**src/shared/scan_port_pkg.sv**
```systemverilog
// Constants for the scanner channel handshake port.
// Assumes a single 10 MHz clock domain.
package scan_port_pkg;
	localparam int unsigned CLOCK_NS       = 100;
	localparam int unsigned RESPONSE_US    = 60;
	localparam int unsigned RESPONSE_CYC   = (RESPONSE_US * 1000) / CLOCK_NS;
	localparam int unsigned ANALOG_FRAC    = 2;
	localparam int unsigned ANALOG_CYC     = RESPONSE_CYC / ANALOG_FRAC;
	localparam int unsigned CHAN_W         = 8;
	localparam logic [7:0]  CHAN_RESET     = 8'h00;
	localparam int unsigned CNT_W          = 10;
	localparam logic [1:0]  TRIG_MODE_EXT  = 2'h2;
endpackage : scan_port_pkg

```
**src/hw/rise_detect.sv**
```systemverilog
// Rising edge detector for a synchronous input.
// Assumes input already synchronous to i_clock.
`timescale 1ns/1ps
module rise_detect (
	input  wire logic i_clock,
	input  wire logic i_nrst,
	input  wire logic i_level,
	output logic      o_rise
);
	logic last;

	always_ff @(posedge i_clock or negedge i_nrst) begin
		if (!i_nrst) begin
			last <= 1'b0;
		end else begin
			last <= i_level;
		end
	end

	assign o_rise = i_level & ~last;
endmodule : rise_detect

```
**src/hw/scanner_channel_handshake.sv**
```systemverilog
// Device end of the scanner handshake port.
// Assumes all pins are synchronous to i_clock; no software registers.
//
// Overview of operation
// - Channel number is eight select lines, line 7 most significant.
// - All slash signals are active low: low means asserted.
// - Trigger with qualifier low loads channel number, selects correction set.
// - Analog-done strobe goes low when analog part ends, before data ready.
// - Cycle-done strobe goes low when whole measurement finishes.
// - External trigger acts only in outside trigger mode.
// - In outside trigger mode, measurement starts on the external trigger rising edge only.
// - Analog-done strobe responds about 30 us, cycle-done strobe about 60 us after a trigger.
// - With correction disabled, ignore channel inputs, hold strobes low.
`timescale 1ns/1ps
module scanner_channel_handshake (
	input  wire logic       i_clock,
	input  wire logic       i_nrst,
	input  wire logic [7:0] i_channel_select_lines_n,
	input  wire logic       i_channel_qualifier_n,
	input  wire logic       i_outside_trigger_in,
	input  wire logic [1:0] i_trigger_mode,
	input  wire logic       i_correction_on,
	input  wire logic       i_internal_trigger,
	output logic            o_analog_done_strobe_n,
	output logic            o_cycle_done_strobe_n,
	output logic [7:0]      o_correction_set,
	output logic            o_busy
);
	// ------------------------------------------------------------
	// Trigger qualification
	// ------------------------------------------------------------
	logic ext_rise;
	logic trigger;

	rise_detect u_rise (
		.i_clock (i_clock),
		.i_nrst  (i_nrst),
		.i_level (i_outside_trigger_in),
		.o_rise  (ext_rise)
	);

	always_comb begin
		if (i_trigger_mode == scan_port_pkg::TRIG_MODE_EXT) begin
			trigger = ext_rise;
		end else begin
			trigger = i_internal_trigger;
		end
	end

	// ------------------------------------------------------------
	// Measurement sequencer
	// ------------------------------------------------------------
	typedef enum logic [2:0] {
		IDLE   = 3'b001,
		ANALOG = 3'b010,
		FINISH = 3'b100
	} seq_t;

	seq_t                             state;
	logic [scan_port_pkg::CNT_W-1:0] count;
	logic                             start;

	assign start = trigger & (state != ANALOG) & (state != FINISH);
	assign o_busy = (state != IDLE);

	always_ff @(posedge i_clock or negedge i_nrst) begin
		if (!i_nrst) begin
			state <= IDLE;
			count <= '0;
		end else begin
			case (state)
				IDLE: begin
					if (start) begin
						state <= ANALOG;
						count <= '0;
					end
				end
				ANALOG: begin
					count <= count + 1'b1;
					if (count == scan_port_pkg::CNT_W'(scan_port_pkg::ANALOG_CYC - 1)) begin
						state <= FINISH;
					end
				end
				FINISH: begin
					count <= count + 1'b1;
					if (count == scan_port_pkg::CNT_W'(scan_port_pkg::RESPONSE_CYC - 1)) begin
						state <= IDLE;
					end
				end
				default: begin
					state <= IDLE;
				end
			endcase
		end
	end

	// ------------------------------------------------------------
	// Channel capture
	// ------------------------------------------------------------
	always_ff @(posedge i_clock or negedge i_nrst) begin
		if (!i_nrst) begin
			o_correction_set <= scan_port_pkg::CHAN_RESET;
		end else if (start && i_correction_on && !i_channel_qualifier_n) begin
			o_correction_set <= ~i_channel_select_lines_n;
		end
	end

	// ------------------------------------------------------------
	// Completion strobes: high from an accepted trigger, low when their own part is done
	// ------------------------------------------------------------
	always_ff @(posedge i_clock or negedge i_nrst) begin
		if (!i_nrst) begin
			o_analog_done_strobe_n <= 1'b0;
		end else if (!i_correction_on) begin
			o_analog_done_strobe_n <= 1'b0;
		end else if (start) begin
			o_analog_done_strobe_n <= 1'b1;
		end else if (state == ANALOG &&
			count == scan_port_pkg::CNT_W'(scan_port_pkg::ANALOG_CYC - 1)) begin
			o_analog_done_strobe_n <= 1'b0;
		end
	end

	always_ff @(posedge i_clock or negedge i_nrst) begin
		if (!i_nrst) begin
			o_cycle_done_strobe_n <= 1'b0;
		end else if (!i_correction_on) begin
			o_cycle_done_strobe_n <= 1'b0;
		end else if (start) begin
			o_cycle_done_strobe_n <= 1'b1;
		end else if (state == FINISH &&
			count == scan_port_pkg::CNT_W'(scan_port_pkg::RESPONSE_CYC - 1)) begin
			o_cycle_done_strobe_n <= 1'b0;
		end
	end

	// ------------------------------------------------------------
	// Response watch: cycles since an accepted trigger
	// ------------------------------------------------------------
	logic [scan_port_pkg::CNT_W-1:0] since_start;

	always_ff @(posedge i_clock or negedge i_nrst) begin
		if (!i_nrst) begin
			since_start <= '0;
		end else if (!i_correction_on) begin
			since_start <= '0; // Strobes are forced low, nothing to time
		end else if (start) begin
			since_start <= scan_port_pkg::CNT_W'(1);
		end else if (since_start ==
			scan_port_pkg::CNT_W'(scan_port_pkg::RESPONSE_CYC + 1)) begin
			since_start <= '0;
		end else if (since_start != '0) begin
			since_start <= since_start + 1'b1;
		end
	end

	// ------------------------------------------------------------
	// Checks
	// ------------------------------------------------------------
	ext_mode_gate_a: assert property (@(posedge i_clock) disable iff (!i_nrst)
		(i_trigger_mode != scan_port_pkg::TRIG_MODE_EXT && !i_internal_trigger && state == IDLE)
		|=> state == IDLE)
		else $error("start without trigger in current mode");

	rise_start_a: assert property (@(posedge i_clock) disable iff (!i_nrst)
		(i_trigger_mode == scan_port_pkg::TRIG_MODE_EXT && state == IDLE &&
		 i_outside_trigger_in && !$past(i_outside_trigger_in)) |=> state == ANALOG)
		else $error("rising edge did not start a measurement");

	no_level_start_a: assert property (@(posedge i_clock) disable iff (!i_nrst)
		(i_trigger_mode == scan_port_pkg::TRIG_MODE_EXT && state == IDLE &&
		 $past(i_outside_trigger_in)) |=> state == IDLE)
		else $error("start on a level rather than an edge");

	chan_load_a: assert property (@(posedge i_clock) disable iff (!i_nrst)
		(start && i_correction_on && !i_channel_qualifier_n)
		|=> o_correction_set == ~$past(i_channel_select_lines_n))
		else $error("channel not loaded on trigger");

	chan_ignore_a: assert property (@(posedge i_clock) disable iff (!i_nrst)
		(!i_correction_on || i_channel_qualifier_n) |=> $stable(o_correction_set))
		else $error("channel changed while ignored");

	strobes_low_a: assert property (@(posedge i_clock) disable iff (!i_nrst)
		!$past(i_correction_on) |-> (!o_analog_done_strobe_n && !o_cycle_done_strobe_n))
		else $error("strobes not held low with correction off");

	analog_first_a: assert property (@(posedge i_clock) disable iff (!i_nrst)
		(i_correction_on && !o_cycle_done_strobe_n) |-> !o_analog_done_strobe_n)
		else $error("cycle done before analog done");

	response_time_a: assert property (@(posedge i_clock) disable iff (!i_nrst)
		since_start == scan_port_pkg::CNT_W'(scan_port_pkg::RESPONSE_CYC + 1)
		|-> !o_cycle_done_strobe_n)
		else $error("cycle done not seen 60 us after trigger");

	analog_time_a: assert property (@(posedge i_clock) disable iff (!i_nrst)
		since_start == scan_port_pkg::CNT_W'(scan_port_pkg::ANALOG_CYC + 1)
		|-> !o_analog_done_strobe_n)
		else $error("analog done not seen at its time");

	analog_wait_a: assert property (@(posedge i_clock) disable iff (!i_nrst)
		(since_start != '0 &&
		 since_start <= scan_port_pkg::CNT_W'(scan_port_pkg::ANALOG_CYC)) |-> o_analog_done_strobe_n)
		else $error("analog done came early");

	cycle_wait_a: assert property (@(posedge i_clock) disable iff (!i_nrst)
		(since_start != '0 &&
		 since_start <= scan_port_pkg::CNT_W'(scan_port_pkg::RESPONSE_CYC)) |-> o_cycle_done_strobe_n)
		else $error("cycle done came early");

	busy_span_a: assert property (@(posedge i_clock) disable iff (!i_nrst)
		(since_start != '0 &&
		 since_start <= scan_port_pkg::CNT_W'(scan_port_pkg::RESPONSE_CYC)) |-> o_busy)
		else $error("busy dropped during a measurement");

	busy_end_a: assert property (@(posedge i_clock) disable iff (!i_nrst)
		since_start == scan_port_pkg::CNT_W'(scan_port_pkg::RESPONSE_CYC + 1)
		|-> !o_busy)
		else $error("busy still high after the response time");

	int_ignore_a: assert property (@(posedge i_clock) disable iff (!i_nrst)
		(i_trigger_mode == scan_port_pkg::TRIG_MODE_EXT && state == IDLE && !i_outside_trigger_in)
		|=> state == IDLE)
		else $error("internal trigger acted in outside trigger mode");
endmodule : scanner_channel_handshake

```
**config.mk**
```make
export PLATFORM = sky130hd
export DESIGN_NAME = scanner_channel_handshake
export DESIGN_NICKNAME = d
export VERILOG_FILES = /design/src/shared/scan_port_pkg.sv /design/src/hw/rise_detect.sv /design/src/hw/scanner_channel_handshake.sv
export SDC_FILE = /design/constraint.sdc
export NUM_CORES = 1
export LEC_CHECK = 0
export ABC_CLOCK_PERIOD_IN_PS = 1900
export BUFFER_PORTS_ARGS = -buffer_cell sky130_fd_sc_hd__buf_2
export CORE_MARGIN = 8
export CORE_UTILIZATION = 52
export CTS_BUF_LIST = sky130_fd_sc_hd__clkbuf_8
export CTS_CLUSTER_SIZE = 14
export DETAILED_ROUTE_END_ITERATION = 8
export GPL_ROUTABILITY_DRIVEN = 1
export HOLD_SLACK_MARGIN = 0.1
export PLACE_DENSITY = 0.85
export SLEW_MARGIN = 20
export SYNTH_ARGS = -nofsm -noshare
export SYNTH_HDL_FRONTEND = slang
export SYNTH_SLANG_ARGS = --single-unit
```
**constraint.sdc**
```tcl
create_clock -name i_clock -period 1.9 [get_ports i_clock]
set_input_delay 0.38 -clock i_clock [delete_from_list [all_inputs] [get_ports i_clock]]
set_output_delay 0.38 -clock i_clock [all_outputs]
set_load 0.01 [all_outputs]
```
* After elaboration in Yosys (flattened, before gate mapping) *
Cells that the tools add are included.

storage, ports and cells
  flip-flop bits (word level) = 24
  input bits = 16
  output and inout port bits = 11

cells by class
  $add $sub $neg = 1
  equal/unequal tests = 14
  multiplexer cells = 13
  bitwise gates (word level) = 5
  reductions and logical operators = 9

operators with widths
  cell                                                   number
  one-hot mux 10 bit (2 select lines)                    1
  adder 10 x 1 -> 10 bit, second input constant          1
  equality test 10 bit, second input constant            1
  equality test 10 x 9 -> 1 bit, second input constant   1
  2-to-1 mux 10 bit                                      1
  2-to-1 mux 3 bit                                       3
  inequality test 3 x 1 -> 1 bit, second input constant  3
  one-hot mux 3 bit (3 select lines)                     1
  NOT 8 bit                                              1
  2-to-1 mux 1 bit                                       7
  inequality test 2 bit, second input constant           3
  logical AND 1 bit                                      4
  bitwise AND 1 bit                                      3
  equality test 3 x 1 -> 1 bit, second input constant    1
  equality test 3 x 2 -> 1 bit, second input constant    1
  equality test 3 bit, second input constant             1
  inequality test 3 x 2 -> 1 bit, second input constant  1
  inequality test 3 bit, second input constant           1
  AND reduction 3 bit                                    1
  equality test 2 bit, second input constant             1
  AND reduction 2 bit                                    1
  nonzero test 2 bit                                     1
  OR reduction 2 bit                                     1
  zero test 1 bit                                        1
  NOT 1 bit                                              1

* Longest topological paths before layout *
  word-level depth = 7
  gate-level depth with buffers = 5
  mapped depth without buffers = 5

* Modules after synthesis *
Synthesis repeated with hierarchy kept, for this count alone.

second synthesis, totals
  cell total of the unflattened synthesis = 127
  area total of the unflattened synthesis = 1217.4 um^2

modules (own cells, without submodules)
  module                     times used  cells each  area each (um^2)
  scanner_channel_handshake  1           125         1178.6
  rise_detect                1           2           38.8

* Worst setup path before layout *
Ideal clock, no wire load.

  path kind = reg-to-reg
  start point = register state[0]
  end point = register count[0] in the netlist's numbering
  library setup time = 0.137 ns
  arrival = 1.408 ns
  path slack = 0.355 ns
  stages on the path, launching flop included = 4
  buffers on the path = 0
  path through = dfstp_2 > or3b_1 > nor2_2 > o21ai_0

between the ends
  longest elaborated chain between the ends = 5
  elaborated cells between the ends (all ways) = 12
  classes of those cells = eq/ne: 6; mux: 1; bitwise: 2; reduce/logical: 3

ends and longest elaborated chain
  element                          RTL line                         RTL
  start: declaration               scanner_channel_handshake.sv:59  seq_t state;
  start signal: assignment         scanner_channel_handshake.sv:68  state <= IDLE;
  start signal: assignment         scanner_channel_handshake.sv:74  state <= ANALOG;
  start signal: assignment         scanner_channel_handshake.sv:81  state <= FINISH;
  inequality test 3 x 2 -> 1 bit   scanner_channel_handshake.sv:63  assign start = trigger & (state != ANALOG) & (state != FINISH);
  bitwise AND 1 bit (2 in a row)   scanner_channel_handshake.sv:63
  inequality test 2 bit (no line)  --
  AND reduction 2 bit (no line)    --
  end signal: assignment           scanner_channel_handshake.sv:79  count <= count + 1'b1;
  end signal: assignment           scanner_channel_handshake.sv:85  count <= count + 1'b1;
  end: declaration                 scanner_channel_handshake.sv:60  logic [scan_port_pkg::CNT_W-1:0] count;

Several ways; a longest one is shown, not always the timed one.
A chain may end at the register's enable or synchronous reset.

* Worst setup path in the final report *
  start point = register state[0]
  end point = output port o_busy

between the ends
  longest elaborated chain between the ends = 1

ends and longest elaborated chain
  element                         RTL line                         RTL
  inequality test 3 x 1 -> 1 bit  scanner_channel_handshake.sv:64  assign o_busy = (state != IDLE);
  end: declaration                scanner_channel_handshake.sv:27  output logic o_busy

Every way passes these cells.

==> run metrics <==
R2R depth 4; P&R area growth vs syn 17.1%; Slew headroom 0.649; grt ovf 0; Core Rows 18; Final nets 163; Reg power frac 0.447; Die Width approximately 65 um; clock sinks 24; mux cell area share after synthesis 0.0638; first element of the critical path state[0]; Seq cells post-synth 24; Resized Gates After CTS 0; Die ar. between 0.004 and 0.005 mm^2; Post-DP HPWL between 1500 and 2000 um; commonest cells after routing, fill and taps aside buf_2 (26), dfrtp_1 (23), nor2_1 (9); first-pass GRT wire length around 4400 um; antenna violations before repair 0; Peak Freq roughly 0.57 GHz; area taken by flip-flops and latches roughly 600 um^2; Worst VDD drop 0.719 mV; TritonCTS clock tree built; largest family of logic cells by synthesized area simple AND/OR/NAND/NOR gates; EDFF count, synth 0; combinational share of power 0.334; area fraction in compound gates after synthesis 0.0708; Power Density 1050 mW/mm^2; clock latency on the worst-skew pair 0.26 ns; Placer Congestion around 0.92; CTS root buffer clkbuf_8; Pleak approximately 0.00065 uW; CTS HTree Levels 1; vias in the first global route between 900 and 1000; Post-CTS Setup Inserts 0; Synth Flop Type dfrtp_1; vias about 930; core area ~0.0024 mm^2; ANT nets after route 0; xor and xnor fraction of the mapped netlist area 0.0618; CP endpoint kind output pin; final core occ 0.616; Ant. Diodes 0; clock buffer depth 2; Critical Path Source Type flop; post-synthesis simple-gate area fraction 0.260; Hold Path Class input port to async pin; GRT Util Overall 0.131; crit share post-route 0.928; flop-to-flop setup slack approximately 0.25 ns; # hold bufs at CTS 0; DR WL/cell around 15 um; critical path peak fanout 4; multi-input logic area between 500 and 600 um^2; Clk pwr share 0.218; final setup fails 0; Reg clk slew, reported paths 0.08 ns; Sw Pwr around 540 uW; unrepaired setup endpoints after global routing no; RR Endpoint o_analog_done_strobe_n; Setup TNS 0 ns; Hold Vio Cnt, Final 0; r2r startpoint count[6]; DR vias/cell ~5.3; cell count after synthesis between 100 and 150; Total Routed Length ~2600 um; max-cap violation count 0; Num CTS Buffers 3; Ports 27; Worst Tran Pin Value about 0.53 ns; drt pass-1 iters 4; Net Sw Frac 0.349; WP data arrival ~1.4 ns; CP Data Required Time roughly 1.5 ns; mean post-synth cell area between 10 and 15 um^2; share of layout cells above drive strength 1 0.310; setup ws final approximately 0.14 ns; Unique masters post-synth 37; Slew Viols, Final 0; FFs w/ async S/R, synth 1.00; post-synthesis instance area 0.00125 mm^2; YS warnings 0; critical path type flop to output pin; Syn Nets 132; post-place setup slack ~0.11 ns; status completed; min cycle time layout between 1.5 and 2 ns; fill count about 220; DRC violation count after routing 0; most common cell after layout, fill and taps aside buf_2; Internal 1010 uW; largest net degree at the start of global routing 25; Die Ht 65.1 um; port bufs 26; initial core utilization 0.526; Worst Clk Skew just under 0.005 ns; Detailed Route Iter0 Violations 33; Synth Area in Adders 0.00997; post-synthesis sequential area ratio 0.480
==> critical path, cell delays in order (launching register included) <==
cell and delay, ns:
dfstp_2 0.54, or3b_1 0.41, buf_2 0.17
==> worst max path at each step <==
stage / endpoint / depth (start not counted)
floorplan: count[0] / 3
global placement: o_correction_set[1] / 6
detailed placement: o_correction_set[3] / 6
CTS: o_busy / 2
global route: o_busy / 2
finish: o_busy / 2
==> state kept, by name (all words and copies together), names as in the netlist <==
register / count
count: 10
o_analog_done_strobe_n: 1
o_correction_set: 8
o_cycle_done_strobe_n: 1
state: 3
u_rise.last: 1
==> cell usage after synthesis (all sizes together) (4+ instances only) <==
cell,n,share of area
dfrtp,23,0.46
nand2,4,0.012
mux2i,8,0.064
o21ai,7,0.028
xnor2,8,0.062
inv,8,0.024
nor4,4,0.044
nor2,11,0.037
nor3,4,0.020
==> area by class of cell <==
type	count	share of cell area
clock buffers	4	0.0374
inverters	8	0.0204
multi-input cells	79	0.398
flip-flops and latches	24	0.409
well taps	30	0.0255
repair buffers	30	0.109
==> layer usage <==
layer | GRT usage | up-vias | wire [um]
met3 | 0.0289 | 4 | 104
met4 | 0.0572 | 0 | 23
li1 | - | 464 | -
met1 | 0.169 | 437 | 1210
met2 | 0.205 | 27 | 1220
met5 | 0 | - | 0
==> power by group through the flow <==
| stage | combinational, uW | sequential (uW) | clock [uW] |
|---|---|---|---|
| 2_1_floorplan | 306 | 728 | 0 |
| 3_3_place_gp | 503 | 693 | 0 |
| 3_5_place_dp | 524 | 696 | 0 |
| 4_1_cts | 525 | 691 | 348 |
| 5_1_grt | 569 | 708 | 381 |
| 6_report | 517 | 691 | 337 |
==> kinds of logic after synthesis <==
group / after synthesis
mux: 8
xor+xnor: 8
flops: 24
simple gates: 47
fa+ha+maj: 1
buf+inv: 12
compound gates: 15
==> stage by stage <==
stage	area, um^2	total power (uW)	std cells	hold WS (ns)
finish	1470	1550	175	0.0857
detailed placement	1420	1220	171	0.395
floorplan	1250	1030	115	0.0844
global placement	1420	1200	171	0.378
global route	1470	1660	175	0.121
CTS	1470	1560	175	0.104
No activity file was read; power rests on OpenSTA's default activity.
